File: src/rtl/ebrh_regs.vh
// constants of the external bus ready/hold controller
// assumes inclusion by bare name from the controller module and the bench top
`ifndef EBRH_REGS_VH
`define EBRH_REGS_VH

// register offsets on the plain register port
`define EBRH_ADDR_W        8
`define EBRH_OFS_CTRL      8'h00
`define EBRH_OFS_STATUS    8'h04

// control register fields
`define EBRH_CTRL_MUX      0
`define EBRH_CTRL_RWDLY    1
`define EBRH_CTRL_RDYEN    2
`define EBRH_CTRL_TRIW     3
`define EBRH_CTRL_MCW_LO   4
`define EBRH_CTRL_MCW_HI   7
`define EBRH_CTRL_W        8
`define EBRH_CTRL_RST      8'h00

// memory-cycle wait count width
`define EBRH_MCW_W         4
`define EBRH_MCW_ZERO      4'h0
`define EBRH_MCW_ONE       4'h1

// state codes
`define EBRH_ST_W          4
`define EBRH_ST_IDLE       4'h0
`define EBRH_ST_ALE        4'h1
`define EBRH_ST_DLY        4'h2
`define EBRH_ST_CMD        4'h3
`define EBRH_ST_END        4'h4
`define EBRH_ST_MUXW       4'h5
`define EBRH_ST_TRIW       4'h6
`define EBRH_ST_GRANT      4'h7
`define EBRH_ST_REGAIN     4'h8

// bus widths
`define EBRH_A_W           18
`define EBRH_D_W           16

`endif

File: src/rtl/ebrh_ctrl.v
// external bus controller: ready wait states, mux/tristate gaps, hold arbitration
// assumes clk at 50 MHz; pins ready_n, hold_request_n, bus_data_in are asynchronous
`timescale 1ns/10ps
`default_nettype none
`include "ebrh_regs.vh"

// Notes on behaviour
// - ready sampled high adds one more wait state and samples again
// - ready sampled low ends the running bus cycle
// - cycle holds programmed memory waits before ready counts; rw delay shifts command
// - multiplexed modes append a mux wait, optionally a tristate wait
// - gap is three output clocks muxed with tristate wait, one demuxed without
// - hold request is granted only after the running bus cycle ends
// - regain request asserted only after the bus is released and granted
// - regain sequence starts only when the hold request is removed
// - grant and regain outputs change only on output clock edges
// - after regaining, the next self-driven cycle may start
module ebrh_ctrl (
  // clock and reset
  input  wire                       clk,
  input  wire                       srst,
  // register port
  input  wire [`EBRH_ADDR_W-1:0]    reg_addr,
  input  wire [31:0]                reg_wdata,
  input  wire                       reg_wr,
  input  wire                       reg_rd,
  output reg  [31:0]                reg_rdata,
  // user request side
  input  wire                       req_valid,
  input  wire                       req_write,
  input  wire [1:0]                 req_byte_en,
  input  wire [`EBRH_A_W-1:0]       req_addr,
  input  wire [`EBRH_D_W-1:0]       req_wdata,
  output reg                        req_busy,
  output reg                        resp_done,
  output reg  [`EBRH_D_W-1:0]       resp_rdata,
  // bus pins
  output reg                        system_clock_output,
  output reg                        ale,
  output reg                        rd_n,
  output reg                        wr_n,
  output reg                        high_byte_select_n,
  output reg  [`EBRH_A_W-1:0]       bus_addr,
  output reg  [`EBRH_D_W-1:0]       bus_data_out,
  input  wire [`EBRH_D_W-1:0]       bus_data_in,
  output reg                        addr_oe_n,
  output reg                        data_oe_n,
  output reg                        ctrl_oe_n,
  input  wire                       ready_n,
  // arbitration pins
  input  wire                       hold_request_n,
  output reg                        bus_grant_ack_n,
  output reg                        bus_regain_request_n
);

  reg  [`EBRH_CTRL_W-1:0] ctrl_reg;
  reg  [`EBRH_ST_W-1:0]   state_reg;
  reg  [`EBRH_MCW_W-1:0]  wait_cnt_reg;
  // one pending slot; a second request waits behind req_busy
  reg                     pend_reg;
  reg                     pend_write_reg;
  reg  [1:0]              pend_be_reg;
  reg  [`EBRH_A_W-1:0]    pend_addr_reg;
  reg  [`EBRH_D_W-1:0]    pend_wdata_reg;
  reg                     ready_meta_reg;
  reg                     ready_sync_reg;
  reg                     hold_meta_reg;
  reg                     hold_sync_reg;
  reg  [`EBRH_D_W-1:0]    din_meta_reg;
  reg  [`EBRH_D_W-1:0]    din_sync_reg;

  wire                    mux_mode = ctrl_reg[`EBRH_CTRL_MUX];
  wire                    rw_delay = ctrl_reg[`EBRH_CTRL_RWDLY];
  wire                    ready_en = ctrl_reg[`EBRH_CTRL_RDYEN];
  wire                    tri_wait = ctrl_reg[`EBRH_CTRL_TRIW];
  wire [`EBRH_MCW_W-1:0]  mcw      = ctrl_reg[`EBRH_CTRL_MCW_HI:`EBRH_CTRL_MCW_LO];
  // state moves on the edge that raises the output clock
  wire                    ce       = ~system_clock_output;
  wire                    hold_req = ~hold_sync_reg;
  // ready disabled: the cycle ends once the memory waits are spent
  wire                    cmd_done = (wait_cnt_reg == `EBRH_MCW_ZERO) &&
                                     (~ready_en || ~ready_sync_reg);

  // output clock divider: one output period is two clk periods
  // one divider only; every state move waits for the enable on its rising edge
  always @(posedge clk) begin
    if (srst) begin
      system_clock_output <= 1'b0;
    end else begin
      system_clock_output <= ~system_clock_output;
    end
  end

  // two-flop synchronisers for asynchronous pins
  // two clk of latency on every pin: a ready low shorter than that may be missed,
  // and a read whose command lasts one output clock returns the word from before it
  always @(posedge clk) begin
    if (srst) begin
      ready_meta_reg <= 1'b1;
      ready_sync_reg <= 1'b1;
      hold_meta_reg  <= 1'b1;
      hold_sync_reg  <= 1'b1;
      din_meta_reg   <= {`EBRH_D_W{1'b0}};
      din_sync_reg   <= {`EBRH_D_W{1'b0}};
    end else begin
      ready_meta_reg <= ready_n;
      ready_sync_reg <= ready_meta_reg;
      hold_meta_reg  <= hold_request_n;
      hold_sync_reg  <= hold_meta_reg;
      din_meta_reg   <= bus_data_in;
      din_sync_reg   <= din_meta_reg;
    end
  end

  // register port: write, and read data one cycle later
  // only the low byte is mapped; unmapped offsets ignore writes and read as zero
  always @(posedge clk) begin
    if (srst) begin
      ctrl_reg  <= `EBRH_CTRL_RST;
      reg_rdata <= 32'h00000000;
    end else begin
      if (reg_wr && reg_addr == `EBRH_OFS_CTRL) begin
        ctrl_reg <= reg_wdata[`EBRH_CTRL_W-1:0];
      end
      if (reg_rd) begin
        case (reg_addr)
          `EBRH_OFS_CTRL:   reg_rdata <= {24'h000000, ctrl_reg};
          `EBRH_OFS_STATUS: reg_rdata <= {24'h000000, pend_reg, hold_req,
                                          ~bus_grant_ack_n, ~bus_regain_request_n,
                                          state_reg};
          default:          reg_rdata <= 32'h00000000;
        endcase
      end else begin
        reg_rdata <= 32'h00000000;
      end
    end
  end

  // start of a bus cycle from the pending request
  // multiplexed: the low 16 address bits ride the data lines while the latch is high
  task start_cycle;
    begin
      state_reg          <= `EBRH_ST_ALE;
      ale                <= 1'b1;
      bus_addr           <= pend_addr_reg;
      high_byte_select_n <= ~pend_be_reg[1];
      bus_data_out       <= mux_mode ? pend_addr_reg[`EBRH_D_W-1:0] : pend_wdata_reg;
      data_oe_n          <= ~(mux_mode | pend_write_reg);
    end
  endtask

  // idle decision: hold has priority over a new cycle
  // a waiting request cannot starve the master; it asks for the bus back instead
  task idle_decide;
    begin
      if (hold_req) begin
        state_reg       <= `EBRH_ST_GRANT;
        bus_grant_ack_n <= 1'b0;
        addr_oe_n       <= 1'b1;
        data_oe_n       <= 1'b1;
        ctrl_oe_n       <= 1'b1;
      end else if (pend_reg) begin
        start_cycle;
      end else begin
        state_reg <= `EBRH_ST_IDLE;
        data_oe_n <= 1'b1;
      end
    end
  endtask

  always @(posedge clk) begin
    if (srst) begin
      state_reg            <= `EBRH_ST_IDLE;
      wait_cnt_reg         <= `EBRH_MCW_ZERO;
      pend_reg             <= 1'b0;
      pend_write_reg       <= 1'b0;
      pend_be_reg          <= 2'h0;
      pend_addr_reg        <= {`EBRH_A_W{1'b0}};
      pend_wdata_reg       <= {`EBRH_D_W{1'b0}};
      req_busy             <= 1'b0;
      resp_done            <= 1'b0;
      resp_rdata           <= {`EBRH_D_W{1'b0}};
      ale                  <= 1'b0;
      rd_n                 <= 1'b1;
      wr_n                 <= 1'b1;
      high_byte_select_n   <= 1'b1;
      bus_addr             <= {`EBRH_A_W{1'b0}};
      bus_data_out         <= {`EBRH_D_W{1'b0}};
      addr_oe_n            <= 1'b0;
      data_oe_n            <= 1'b1;
      ctrl_oe_n            <= 1'b0;
      bus_grant_ack_n      <= 1'b1;
      bus_regain_request_n <= 1'b1;
    end else begin
      resp_done <= 1'b0;
      // request capture; busy refuses new requests until done
      // a request taken while granted waits here and raises the regain request
      if (req_valid && !pend_reg) begin
        pend_reg       <= 1'b1;
        pend_write_reg <= req_write;
        pend_be_reg    <= req_byte_en;
        pend_addr_reg  <= req_addr;
        pend_wdata_reg <= req_wdata;
        req_busy       <= 1'b1;
      end
      if (ce) begin
        case (state_reg)
          `EBRH_ST_IDLE: begin
            idle_decide;
          end
          `EBRH_ST_ALE: begin
            ale          <= 1'b0;
            bus_data_out <= pend_wdata_reg;
            data_oe_n    <= ~pend_write_reg;
            // memory waits count from the first command clock
            wait_cnt_reg <= mcw;
            if (rw_delay) begin
              state_reg <= `EBRH_ST_DLY;
            end else begin
              state_reg <= `EBRH_ST_CMD;
              rd_n      <= pend_write_reg;
              wr_n      <= ~pend_write_reg;
            end
          end
          `EBRH_ST_DLY: begin
            state_reg <= `EBRH_ST_CMD;
            rd_n      <= pend_write_reg;
            wr_n      <= ~pend_write_reg;
          end
          `EBRH_ST_CMD: begin
            // ready is looked at only once the memory waits have run out
            if (wait_cnt_reg != `EBRH_MCW_ZERO) begin
              wait_cnt_reg <= wait_cnt_reg - `EBRH_MCW_ONE;
            end else if (cmd_done) begin
              state_reg  <= `EBRH_ST_END;
              rd_n       <= 1'b1;
              wr_n       <= 1'b1;
              // data passes the same two flops as ready
              resp_rdata <= din_sync_reg;
              resp_done  <= 1'b1;
              pend_reg   <= 1'b0;
              req_busy   <= 1'b0;
            end else begin
              state_reg <= `EBRH_ST_CMD;
            end
          end
          `EBRH_ST_END: begin
            // ready may now be withdrawn by the responder
            if (mux_mode) begin
              state_reg <= `EBRH_ST_MUXW;
              data_oe_n <= 1'b1;
            end else if (tri_wait) begin
              state_reg <= `EBRH_ST_TRIW;
              data_oe_n <= 1'b1;
            end else begin
              idle_decide;
            end
          end
          `EBRH_ST_MUXW: begin
            // one idle output clock after a multiplexed cycle
            if (tri_wait) begin
              state_reg <= `EBRH_ST_TRIW;
            end else begin
              idle_decide;
            end
          end
          `EBRH_ST_TRIW: begin
            idle_decide;
          end
          `EBRH_ST_GRANT: begin
            // only hold going away hands the bus back; the regain request merely asks
            if (!hold_req) begin
              state_reg            <= `EBRH_ST_REGAIN;
              bus_grant_ack_n      <= 1'b1;
              bus_regain_request_n <= 1'b1;
            end else if (pend_reg) begin
              bus_regain_request_n <= 1'b0;
            end
          end
          `EBRH_ST_REGAIN: begin
            // one output clock of driven address and control before a new cycle
            addr_oe_n <= 1'b0;
            ctrl_oe_n <= 1'b0;
            state_reg <= `EBRH_ST_IDLE;
          end
          default: begin
            state_reg <= `EBRH_ST_IDLE;
          end
        endcase
      end
    end
  end

endmodule // ebrh_ctrl
`default_nettype wire

File: config.mk
export PLATFORM = sky130hd
export DESIGN_NAME = ebrh_ctrl
export DESIGN_NICKNAME = d
export VERILOG_FILES = /design/src/rtl/ebrh_ctrl.v
export VERILOG_INCLUDE_DIRS = /design/src /design/src/rtl
export SDC_FILE = /design/constraint.sdc
export NUM_CORES = 1
export LEC_CHECK = 0
export CAP_MARGIN = 10
export CORE_MARGIN = 4
export CORE_UTILIZATION = 55
export CTS_CLUSTER_DIAMETER = 100
export DETAILED_ROUTE_END_ITERATION = 12
export DONT_BUFFER_PORTS = 1
export PLACE_DENSITY_LB_ADDON = 0.1
export SLEW_MARGIN = 20
export SYNTH_ARGS = -nofsm -noshare
export SYNTH_HDL_FRONTEND = slang
export SYNTH_SLANG_ARGS = --single-unit
File: constraint.sdc
create_clock -name clk -period 3.15 [get_ports clk]
set_input_delay 0.63 -clock clk [delete_from_list [all_inputs] [get_ports clk]]
set_output_delay 0.63 -clock clk [all_outputs]
set_load 0.1 [all_outputs]
### After elaboration in Yosys (flattened, before gate mapping)

Index checks and enable logic that the tools add are counted.

| operators by class | value |
|---|---|
| mux-type cells | 74 |
| reduce and logical (&&, ||, !) cells | 30 |
| add/subtract/negate cells | 1 |
| equality and inequality tests | 19 |
| bitwise gates (word level) | 13 |

Operators by type and width:

| operator | count |
|---|---|
| 2-to-1 mux 16 bit | 8 |
| 2-to-1 mux 18 bit | 4 |
| one-hot mux 16 bit (4 select lines) | 1 |
| one-hot mux 18 bit (3 select lines) | 1 |
| 2-to-1 mux 1 bit | 42 |
| one-hot mux 4 bit (7 select lines) | 1 |
| 2-to-1 mux 4 bit | 6 |
| AND reduction 3 bit | 7 |
| != test 2 bit (second input constant) | 10 |
| one-hot mux 1 bit (4 select lines) | 5 |
| equality test 4 x 3 -> 1 bit (second input constant) | 4 |
| one-hot mux 8 bit (2 select lines) | 1 |
| nonzero test 4 bit | 4 |
| inverter 1 bit | 12 |
| one-hot mux 1 bit (3 select lines) | 3 |
| equality test 4 x 2 -> 1 bit (second input constant) | 2 |
| equality test 8 x 3 -> 1 bit (second input constant) | 1 |
| zero test 4 bit | 2 |
| zero test 8 bit | 1 |
| one-hot mux 4 bit (2 select lines) | 1 |
| AND reduction 4 bit | 2 |
| AND reduction 7 bit | 1 |
| nonzero test 3 bit | 2 |
| AND reduction 5 bit | 1 |
| 11 further kinds | 15 |

| storage, ports and cells | value |
|---|---|
| input bits | 100 |
| register bits after elaboration | 184 |
| output and inout port bits | 94 |

### Logic depth before layout (Yosys ltp)

Gate-level depths: netlist of run 1.

| depth | value |
|---|---|
| word-level depth | 7 |
| depth in mapped cells | 8 |
| gate-level depth less buffers | 7 |

### Worst setup path before layout of run 1

Ideal clock, no wire load.

| path | value |
|---|---|
| path type | register to register |
| from | register system_clock_output |
| to | register bus_data_out[15] |
| arrival | 1953 ps |
| slack | 1127 ps |
| data required time | 3080 ps |
| buffers on the path | 2 |
| cell stages (with the launch flop) | 8 |
| period minus slack after synthesis | 2023 ps |
| cells stage by stage | dfxtp_1 buf_6 nor2_1 o21a_1 o2111ai_2 buf_2 nand2_1 a21oi_1 |

| on the way | value |
|---|---|
| longest elaborated chain between the ends | 2 |

Ends and longest elaborated chain:

| element | line | source |
|---|---|---|
| from (decl) | ebrh_ctrl.v:38 | `output reg system_clock_output,` |
| from (signal assigned) | ebrh_ctrl.v:90 | `system_clock_output <= ~system_clock_output;` |
| inverter 1 bit (no line) | - |  |
| AND reduction 7 bit (no line) | - |  |
| to (signal assigned) | ebrh_ctrl.v:188 | `` bus_data_out <= {`EBRH_D_W{1'b0}}; `` |
| to (signal assigned) | ebrh_ctrl.v:213 | `bus_data_out <= pend_wdata_reg;` |
| to (decl) | ebrh_ctrl.v:44 | `` output reg [`EBRH_D_W-1:0] bus_data_out, `` |

No other way between the ends.
A chain may end at the register's enable or synchronous reset.

### Final worst setup path of run 1

| path | value |
|---|---|
| from | register state_reg[0] |
| to | register bus_data_out[5] |

| on the way | value |
|---|---|
| longest elaborated chain between the ends | 4 |
| elaborated cells between the ends (all ways) | 14 |

Ends and longest elaborated chain:

| element | line | source |
|---|---|---|
| from (decl) | ebrh_ctrl.v:57 | `` reg [`EBRH_ST_W-1:0] state_reg; `` |
| from (signal assigned) | ebrh_ctrl.v:173 | `` state_reg <= `EBRH_ST_IDLE; `` |
| from (signal assigned) | ebrh_ctrl.v:218 | `` state_reg <= `EBRH_ST_DLY; `` |
| from (signal assigned) | ebrh_ctrl.v:220 | `` state_reg <= `EBRH_ST_CMD; `` |
| equality test 4 x 3 -> 1 bit / zero test 4 bit (equally long branches) | ebrh_ctrl.v:207 | `case (state_reg)` |
| OR reduction 2 bit (no line) | - |  |
| nonzero test 4 bit (no line) | - |  |
| AND reduction 7 bit (no line) | - |  |

Several ways; a longest one is shown, not always the timed one.

==> reports/results.md, run 1 <==
### Run status
* outcome: complete, no violations

### STA
* maximum clock frequency: 449 MHz
* total setup violations reported at the end of the flow: 0
* final setup skew: 0.0105 ns
* unrepaired setup endpoints after global routing: no
* TNS Setup: 0 ns
* worst hold margin: 0.293 ns
* Final Slew Violations: 0
* worst slew slack as a fraction of its limit: 0.288
* part of the cycle the worst path needs: 0.708
* Worst-Margin Slew: 1.07 ns
* minimum period implied by the final worst setup slack: 2.23 ns
* final worst setup slack: 0.921 ns
* hold violation count in the final report: 0

### Floorplan
* die outline height: 114 µm
* die footprint: 13,100 µm²
* Core ar.: 10,900 µm²
* die width: 114 µm
* starting utilization of the core area: 0.568
* FP Rows: 38
* io pins: 194

### Route
* total wirelength of the detailed-routed design: 13,700 µm
* highest metal used: met4
* remaining antenna violation count after routing: 0
* post-route met1 wirelength: 5350 µm
* number of DRC violations after detailed routing: 0
* count of routing violations after the opening detailed-route iteration: 299
* vias after detailed routing: 4,435
* met2 routed wirelength: 6730 µm
* Avg WL per Cell: 17.2 µm
* average vias per placed instance: 5.56
* drt pass-1 iters: 5
* met3 layer wire length in the routed design: 1310 µm

### Critical path
* startpoint of the lowest-slack register-to-register path: state_reg[0]
* Slowest-stage cell, CP: sky130_fd_sc_hd__dfxtp_1
* biggest cell delay along the critical path: 0.73 ns
* class of the most critical setup path: register to register
* Setup crit end kind: register
* critical path launch point type: register
* data required time of the worst path: 3.44 ns
* endpoint arrival time on the critical path: 2.52 ns
* worst reg2reg path depth: 5
* capturing instance or port of the critical path: bus_data_out[5]
* biggest fanout along the worst timing path: 19
* critical path launch point: state_reg[0]
* reg-to-reg critical path endpoint: bus_data_out[5]
* r2r setup slk: 0.92 ns
* CP cell instances: inv_2, xnor2_2, nor2_4, o211ai_1, a21oi_1

### Min path
* worst hold path type: primary input to register
* hold path startpoint: srst
* worst hold path depth: 1

### Global route
* number of antenna violations at the first check in global routing: 0
* largest net degree at the start of global routing: 135
* Tot GR Track Use: 0.213
* Congestion Overflow GR: 0
* number of global-route vias before repair: 4,316
* wire length of the first global-routing pass: 21,900 µm

### Clock network
* Post-CTS Resized: 0
* clock-pin slew on the worst setup and hold paths: 0.06 ns
* Post-CTS Setup Bufs: 0
* Worst-Skew Late Latency: 0.42 ns
* # clock sinks: 158
* H-tree depth: 4
* CTS root buffer: sky130_fd_sc_hd__clkbuf_16
* clock tree buffer depth: 2
* number of CTS-inserted buffers: 17
* hold bufs inserted after CTS: 0
* clock tree from TritonCTS: yes

### Power and ir drop
* net switching power: 0.00136 W
* share of total power in combinational logic: 0.106
* cell internal pwr: 0.00334 W
* leakage power: 2.44 nW
* switching power share of the total: 0.289
* sequential group share of total power: 0.498
* fraction of power consumed by the clock network: 0.395
* power density relative to cell area: 710 nW/µm²
* worst vdd rail ir drop: 0.000508 V

### Placement
* DP Area: 6090 µm²
* post-place setup slack: 0.944 ns
* HPWL Detailed: 9240 µm
* routability-driven placement congestion ratio: 0.825
* Buffers on Ports: 0

### Logic synthesis
* synthesized instance count: 672
* Top FF cell, synth: sky130_fd_sc_hd__dfxtp_1
* register bit total from synthesis: 158
* sequential share of the synthesized area: 0.509
* share of the synthesized area in the top cell type: 0.509
* main area contributors after synthesis: sky130_fd_sc_hd__dfxtp_1, sky130_fd_sc_hd__nand2_1, sky130_fd_sc_hd__a21oi_1, sky130_fd_sc_hd__nor2b_1, sky130_fd_sc_hd__buf_4
* share of async-settable or async-resettable flops after synthesis: 0
* number of enable-type register cells in the synthesized netlist: 0
* cell taking the most area after synthesis: sky130_fd_sc_hd__dfxtp_1
* unique cell type count in the Yosys netlist: 65
* synthesized cell area: 6210 µm²
* YS warnings: 0
* average instance area after synthesis: 9.25 µm²

### Job
* Maximum Capacitance Violations: 0

### Final layout
* area delta synth->final: 6.58%
* commonest non-fill, non-tap cells in the layout: sky130_fd_sc_hd__dfxtp_1, sky130_fd_sc_hd__nand2_1, sky130_fd_sc_hd__a21oi_1, sky130_fd_sc_hd__nor2_1, sky130_fd_sc_hd__nor2b_1
* leading cell type in the layout, fill and taps excluded: sky130_fd_sc_hd__dfxtp_1
* number of filler cells placed in the layout: 969
* total inserted antenna cells: 0
* Layout Cell Area excl Fill: 6620 µm²
* proportion of layout cells with a drive suffix above 1: 0.0852
* final net count: 749

[per-stage QoR]
| step | cells | total power (W) | util |
|---|---|---|---|
| 5_1_grt | 797 | 0.00488 | 0.606 |
| 3_3_place_gp | 768 | 0.00287 | 0.557 |
| 2_1_floorplan | 695 | 0.00286 | - |
| 3_5_place_dp | 768 | 0.00289 | 0.557 |
| 4_1_cts | 797 | 0.00474 | 0.606 |
| 6_report | 797 | 0.00470 | 0.606 |
[cell usage after synthesis, types with 2 or more instances]
cell type,number
sky130_fd_sc_hd__dfxtp_1,158
sky130_fd_sc_hd__nand2_1,110
sky130_fd_sc_hd__a21oi_1,65
sky130_fd_sc_hd__nor2_1,41
sky130_fd_sc_hd__nor2b_1,39
sky130_fd_sc_hd__buf_4,30
sky130_fd_sc_hd__clkbuf_1,24
sky130_fd_sc_hd__mux2i_1,20
sky130_fd_sc_hd__a22o_1,18
sky130_fd_sc_hd__or3_1,17
sky130_fd_sc_hd__o211ai_1,16
sky130_fd_sc_hd__buf_2,12
sky130_fd_sc_hd__o21ai_0,12
sky130_fd_sc_hd__a22oi_1,10
sky130_fd_sc_hd__nand3_1,8
sky130_fd_sc_hd__inv_1,7
sky130_fd_sc_hd__nand2b_1,7
sky130_fd_sc_hd__o21a_1,5
sky130_fd_sc_hd__a31oi_1,4
sky130_fd_sc_hd__buf_6,4
sky130_fd_sc_hd__nor3_1,4
sky130_fd_sc_hd__or2_2,4
sky130_fd_sc_hd__buf_1,3
sky130_fd_sc_hd__nor3b_1,3
sky130_fd_sc_hd__o21ai_1,3
sky130_fd_sc_hd__a221o_1,2
sky130_fd_sc_hd__a2bb2oi_1,2
sky130_fd_sc_hd__and3_1,2
sky130_fd_sc_hd__ha_1,2
sky130_fd_sc_hd__nor3_4,2
sky130_fd_sc_hd__o2111a_1,2
sky130_fd_sc_hd__o21bai_1,2
sky130_fd_sc_hd__o31a_1,2
[power by group through the flow]
| stage | logic [W] | registers [W] | clock network, W |
|---|---|---|---|
| global placement | 0.000492 | 0.00238 | 0 |
| finish | 0.000500 | 0.00234 | 0.00186 |
| CTS | 0.000504 | 0.00234 | 0.00189 |
| global route | 0.000550 | 0.00235 | 0.00198 |
| floorplan | 0.000521 | 0.00234 | 0 |
| detailed placement | 0.000502 | 0.00239 | 0 |
[worst min path at each step]
stage,to
2_1_floorplan,hold_sync_reg
3_3_place_gp,hold_sync_reg
3_5_place_dp,hold_sync_reg
4_1_cts,din_sync_reg[15]
5_1_grt,din_sync_reg[15]
6_report,din_sync_reg[15]
[cell families after synthesis]
logic type | synth area share
other | 0.000604
DFF | 0.509
buffers and inverters | 0.0743
xor gates and xnor gates | 0.00262
AOI/OAI and AO/OA | 0.169
and+or+nand+nor | 0.208
adders and majority gates | 0.00403
muxes | 0.0322
[critical path: cells and delay by family, from the launching register on]
kind | cells | cell delay [ns]
flops | 1 | 0.73
xor+xnor | 1 | 0.65
compound gates | 2 | 0.33
simple gates | 1 | 0.21
buf+inv | 1 | 0.18
[routing by layer]
layer,global-route usage,up-vias
li1,-,2211
met4,0.101,0
met3,0.0914,21
met2,0.345,158
met5,0,-
met1,0.242,2045
[final cells by class]
cell class | instances | area (µm²) | share of cell area
Clock buffer | 22 | 464 | 0.0701
Inverter | 8 | 30.0 | 0.00453
Tap cell | 140 | 175 | 0.0265
Sequential cell | 158 | 3160 | 0.478
Multi-Input combinational cell | 456 | 2680 | 0.404
Timing Repair Buffer | 6 | 45.0 | 0.00680
Clock inverter | 7 | 66.3 | 0.0100
Power figures use the tool's default switching activity.
==> inputs of run 2 (changes only) <==
Clock period 3.15 ns to 2.1 ns, I/O delays scaled along.
==> run 2 against run 1 <==
  * Sequential share of layout area decreased by 4.5 points
  * Maximum frequency increased by 16%
  * Clock skew decreased by 0.0026 ns
  * Register-to-register slack got worse by 0.74 ns
  * Utilization increased by 6.4 points
  * Largest power group unchanged
  * Highest routed layer unchanged
==> reports/results.md, run 2 (synthesis gave the netlist of run 1 again) <==
### Placement
* Placed Cells: 845
* Buffers on Ports: 0
* routability-driven placement congestion ratio: 0.886
* HPWL Detailed: 9890 µm

### Critical path
* critical path launch point type: register
* class of the most critical setup path: register to register
* biggest fanout along the worst timing path: 16
* CP cell instances: nor2_1, o21a_1, o2111ai_2, nand2_1, a21oi_1
* critical path launch point: state_reg[3]
* Slowest-stage cell, CP: sky130_fd_sc_hd__dfxtp_1
* startpoint of the lowest-slack register-to-register path: state_reg[3]
* biggest cell delay along the critical path: 0.46 ns
* Setup crit end kind: register
* data required time of the worst path: 2.41 ns
* r2r setup slk: 0.18 ns
* endpoint arrival time on the critical path: 2.23 ns

### STA
* part of the cycle the worst path needs: 0.915
* worst slew slack as a fraction of its limit: 0.478
* maximum clock frequency: 520 MHz
* TNS Setup: 0 ns
* final setup skew: 0.00782 ns
* unrepaired setup endpoints after global routing: no
* hold violation count in the final report: 0
* Final Slew Violations: 0
* total setup violations reported at the end of the flow: 0
* Worst-Margin Slew: 0.783 ns
* minimum period implied by the final worst setup slack: 1.92 ns

### Clock network
* clock tree buffer depth: 2
* CTS root buffer: sky130_fd_sc_hd__clkbuf_16
* clock-pin slew on the worst setup and hold paths: 0.06 ns
* clock tree from TritonCTS: yes
* Worst-Skew Late Latency: 0.43 ns
* hold bufs inserted after CTS: 0
* # clock sinks: 158
* number of CTS-inserted buffers: 17
* H-tree depth: 4

### Min path
* worst hold path type: primary input to register
* hold path startpoint: srst

### Final layout
* final std cells w/o fill: 878
* leading cell type in the layout, fill and taps excluded: sky130_fd_sc_hd__dfxtp_1
* final net count: 827
* proportion of layout cells with a drive suffix above 1: 0.191
* number of filler cells placed in the layout: 932
* total inserted antenna cells: 0
* final core occ: 0.669
* area delta synth->final: 17.8%
* commonest non-fill, non-tap cells in the layout: sky130_fd_sc_hd__dfxtp_1, sky130_fd_sc_hd__nand2_1, sky130_fd_sc_hd__buf_4, sky130_fd_sc_hd__a21oi_1, sky130_fd_sc_hd__nor2_1

### Floorplan
* io pins: 194
* die width: 114 µm
* Core ar.: 10,900 µm²
* die footprint: 13,100 µm²
* starting utilization of the core area: 0.568
* die outline height: 114 µm
* FP Rows: 38

### Run status
* outcome: complete, no violations

### Route
* total wirelength of the detailed-routed design: 14,300 µm
* count of routing violations after the opening detailed-route iteration: 244
* drt pass-1 iters: 4
* number of DRC violations after detailed routing: 0
* remaining antenna violation count after routing: 0
* average vias per placed instance: 5.37
* vias after detailed routing: 4,718
* Avg WL per Cell: 16.3 µm

### Global route
* wire length of the first global-routing pass: 23,100 µm
* Tot GR Track Use: 0.226
* number of global-route vias before repair: 4,721
* largest net degree at the start of global routing: 135
* number of antenna violations at the first check in global routing: 0
* Congestion Overflow GR: 0

### Power and ir drop
* overall power of the completed layout: 0.00753 W
* power density relative to cell area: 1030 nW/µm²
* worst vdd rail ir drop: 0.000824 V
* leakage power: 2.90 nW

### Job
* Maximum Capacitance Violations: 0

run 2: changes by cell type in the layout (fill, tap and decap cells not counted), sizes merged:
| cell | previous run | this run |
|---|---|---|
| buf | 6 | 84 |
| bufinv | 1 | 3 |
| inv | 8 | 10 |
| clkbuf | 22 | 21 |
run 2: area by class of cell:
class / count / area (µm²) / area share
Clock buffer: 21 / 470 / 0.0643
Tap cell: 140 / 175 / 0.0239
Multi-Input combinational cell: 456 / 2680 / 0.366
Timing Repair Buffer: 84 / 643 / 0.0879
Inverter: 8 / 30.0 / 0.00410
Sequential cell: 158 / 3170 / 0.432
Clock inverter: 11 / 155 / 0.0212
run 2: routing by layer:
metal | GRT usage | routed length [µm] | vias to the layer above
li1 | - | - | 2358
met1 | 0.255 | 5660 | 2185
met2 | 0.374 | 7010 | 146
met3 | 0.0994 | 1280 | 29
met4 | 0.0918 | 361 | 0
met5 | 0 | 0 | -
run 2: power breakdown:
group	switching [W]	internal, W
combinational	0.000848	0.000295
sequential	0.0000877	0.00312
clock	0.00120	0.00198
run 2: through the flow:
step                      instance area, µm²  setup WS, ns  hold WS (ns)
after global routing                    7320        0.0478        0.0535
after detailed placement                6670         0.103         0.397
after floorplan                         6300        0.0770         0.389
after global placement                  6670         0.172         0.394
after CTS                               7300        0.0592        0.0555
final                                   7320         0.178        0.0639
run 2: path summary, 6_finish.rpt:
path	to	depth (start not counted)
max	bus_data_out[9]	5
min	din_meta_reg[15]	1
max reg2reg	bus_data_out[9]	5
min reg2reg	hold_sync_reg	1
run 2: what timing repair did:
item / 4_1_cts / 5_1_grt
buffers inserted: 0 / 1
gates resized for setup: 0 / 2
endpoints found under the setup margin: 0 / 17
run 2: worst max-delay path, delay by kind of cell, from the launching register on:
family             cells  cell delay (ns)
and+or+nand+nor        2             0.57
AOI/OAI and AO/OA      3             0.78
DFF                    1             0.46
==> inputs of run 3 (changes only) <==
Settings changed: RECOVER_POWER from default to 25.
==> run 3 against run 2 <==
  * Clock skew is essentially flat
  * Clock power barely moved
  * Utilization down 0.19 points
  * Sequential share of layout area rose by 0.13 points
  * Design area fell by 0.29%
  * Global-route usage is the same
  * Critical endpoint unchanged
  * Largest power group unchanged
  * Highest routed layer unchanged
==> reports/results.md, run 3 (synthesis gave the netlist of run 1 again) <==
### Critical path
* reg-to-reg critical path endpoint: bus_data_out[9]
* biggest cell delay along the critical path: 0.46 ns
* startpoint of the lowest-slack register-to-register path: state_reg[3]
* endpoint arrival time on the critical path: 2.23 ns
* worst reg2reg path depth: 5
* critical path launch point: state_reg[3]
* r2r setup slk: 0.18 ns
* Slowest-stage cell, CP: sky130_fd_sc_hd__dfxtp_1
* CP cell instances: nor2_1, o21a_1, o2111ai_2, nand2_1, a21oi_1
* class of the most critical setup path: register to register
* biggest fanout along the worst timing path: 16
* data required time of the worst path: 2.41 ns
* Setup crit end kind: register
* critical path launch point type: register

### Power and ir drop
* leakage power: 2.88 nW
* fraction of power consumed by the clock network: 0.423
* cell internal pwr: 0.00539 W
* sequential group share of total power: 0.426
* share of total power in combinational logic: 0.151
* power density relative to cell area: 1030 nW/µm²
* switching power share of the total: 0.285
* worst vdd rail ir drop: 0.000825 V
* net switching power: 0.00214 W

### Floorplan
* starting utilization of the core area: 0.568
* die outline height: 114 µm
* Core ar.: 10,900 µm²
* die footprint: 13,100 µm²
* FP Rows: 38
* die width: 114 µm
* io pins: 194

### Final layout
* area delta synth->final: 17.5%
* Layout Cell Area excl Fill: 7300 µm²
* final core occ: 0.667
* number of filler cells placed in the layout: 934
* final net count: 827
* total inserted antenna cells: 0
* proportion of layout cells with a drive suffix above 1: 0.187
* commonest non-fill, non-tap cells in the layout: sky130_fd_sc_hd__dfxtp_1, sky130_fd_sc_hd__nand2_1, sky130_fd_sc_hd__buf_4, sky130_fd_sc_hd__a21oi_1, sky130_fd_sc_hd__nor2_1
* leading cell type in the layout, fill and taps excluded: sky130_fd_sc_hd__dfxtp_1

### STA
* worst slew slack as a fraction of its limit: 0.478
* worst hold margin: 0.0605 ns
* Worst-Margin Slew: 0.783 ns
* Final Slew Violations: 0
* minimum period implied by the final worst setup slack: 1.92 ns
* part of the cycle the worst path needs: 0.914
* TNS Setup: 0 ns
* maximum clock frequency: 521 MHz
* final worst setup slack: 0.180 ns
* final setup skew: 0.00768 ns
* hold violation count in the final report: 0
* unrepaired setup endpoints after global routing: no
* total setup violations reported at the end of the flow: 0

### Job
* Maximum Capacitance Violations: 0

### Run status
* outcome: complete, no violations

### Min path
* worst hold path depth: 1
* worst min-delay path endpoint: din_meta_reg[15]
* worst hold path type: primary input to register
* hold path startpoint: srst

### Clock network
* Worst-Skew Late Latency: 0.43 ns
* clock tree from TritonCTS: yes
* # clock sinks: 158
* clock-pin slew on the worst setup and hold paths: 0.06 ns
* H-tree depth: 4
* hold bufs inserted after CTS: 0
* clock tree buffer depth: 2
* number of CTS-inserted buffers: 17
* CTS root buffer: sky130_fd_sc_hd__clkbuf_16

### Global route
* Congestion Overflow GR: 0
* largest net degree at the start of global routing: 135
* wire length of the first global-routing pass: 23,100 µm
* number of antenna violations at the first check in global routing: 0
* Tot GR Track Use: 0.226
* number of global-route vias before repair: 4,721

### Route
* total wirelength of the detailed-routed design: 14,300 µm
* drt pass-1 iters: 5
* remaining antenna violation count after routing: 0
* number of DRC violations after detailed routing: 0
* count of routing violations after the opening detailed-route iteration: 274
* Avg WL per Cell: 16.3 µm
* average vias per placed instance: 5.37
* vias after detailed routing: 4,716

### Placement
* post-place setup slack: 0.103 ns
* Buffers on Ports: 0
* DP Area: 6670 µm²
* HPWL Detailed: 9890 µm
* routability-driven placement congestion ratio: 0.886

[run 3: cell types whose count changed in the layout (fill, tap and decap cells not counted), sizes merged]
cell    change
buf         -2
clkbuf      +2
[run 3: area by class of cell]
cell class / instances / area, µm² / share of cell area
Multi-Input combinational cell: 456 / 2670 / 0.365
Timing Repair Buffer: 84 / 637 / 0.0873
Tap cell: 140 / 175 / 0.0240
Sequential cell: 158 / 3170 / 0.434
Clock buffer: 21 / 470 / 0.0645
Clock inverter: 11 / 155 / 0.0213
Inverter: 8 / 30.0 / 0.00411
[run 3: how the worst max path moves through the flow]
stage / to / slack (ns)
floorplan: bus_data_out[15] / 0.08
global placement: bus_data_out[10] / 0.17
detailed placement: bus_data_out[9] / 0.10
CTS: bus_data_out[9] / 0.06
global route: bus_addr[13] / 0.05
finish: bus_data_out[9] / 0.18
[run 3: layer usage]
layer / track usage / vias up / routed length (µm)
li1: - / 2359 / -
met1: 0.255 / 2176 / 5650
met2: 0.374 / 153 / 7030
met3: 0.0994 / 28 / 1300
met4: 0.0918 / 0 / 371
met5: 0 / - / 0
[run 3: power groups by stage]
stage	logic (W)	registers [W]	clock network, W
5_1_grt	0.00121	0.00322	0.00339
3_3_place_gp	0.00113	0.00327	0
4_1_cts	0.00114	0.00321	0.00323
3_5_place_dp	0.00114	0.00327	0
6_report	0.00114	0.00321	0.00319
2_1_floorplan	0.000782	0.00350	0
[run 3: stage by stage]
| stage | instances | power [W] |
|---|---|---|
| CTS | 877 | 0.00758 |
| global placement | 845 | 0.00440 |
| global route | 878 | 0.00782 |
| detailed placement | 845 | 0.00441 |
| finish | 878 | 0.00754 |
| floorplan | 695 | 0.00429 |
[run 3: repair_timing]
item / CTS / global route
gates resized for setup: 0 / 2
buffers inserted: 0 / 1
setup endpoints to repair: 0 / 17
[run 3: worst max-delay path: cells and delay by family, from the launching register on]
kind / cells / cell delay [ns]
flip-flops: 1 / 0.46
AND/OR/NAND/NOR: 2 / 0.57
AO/OA/AOI/OAI: 3 / 0.78
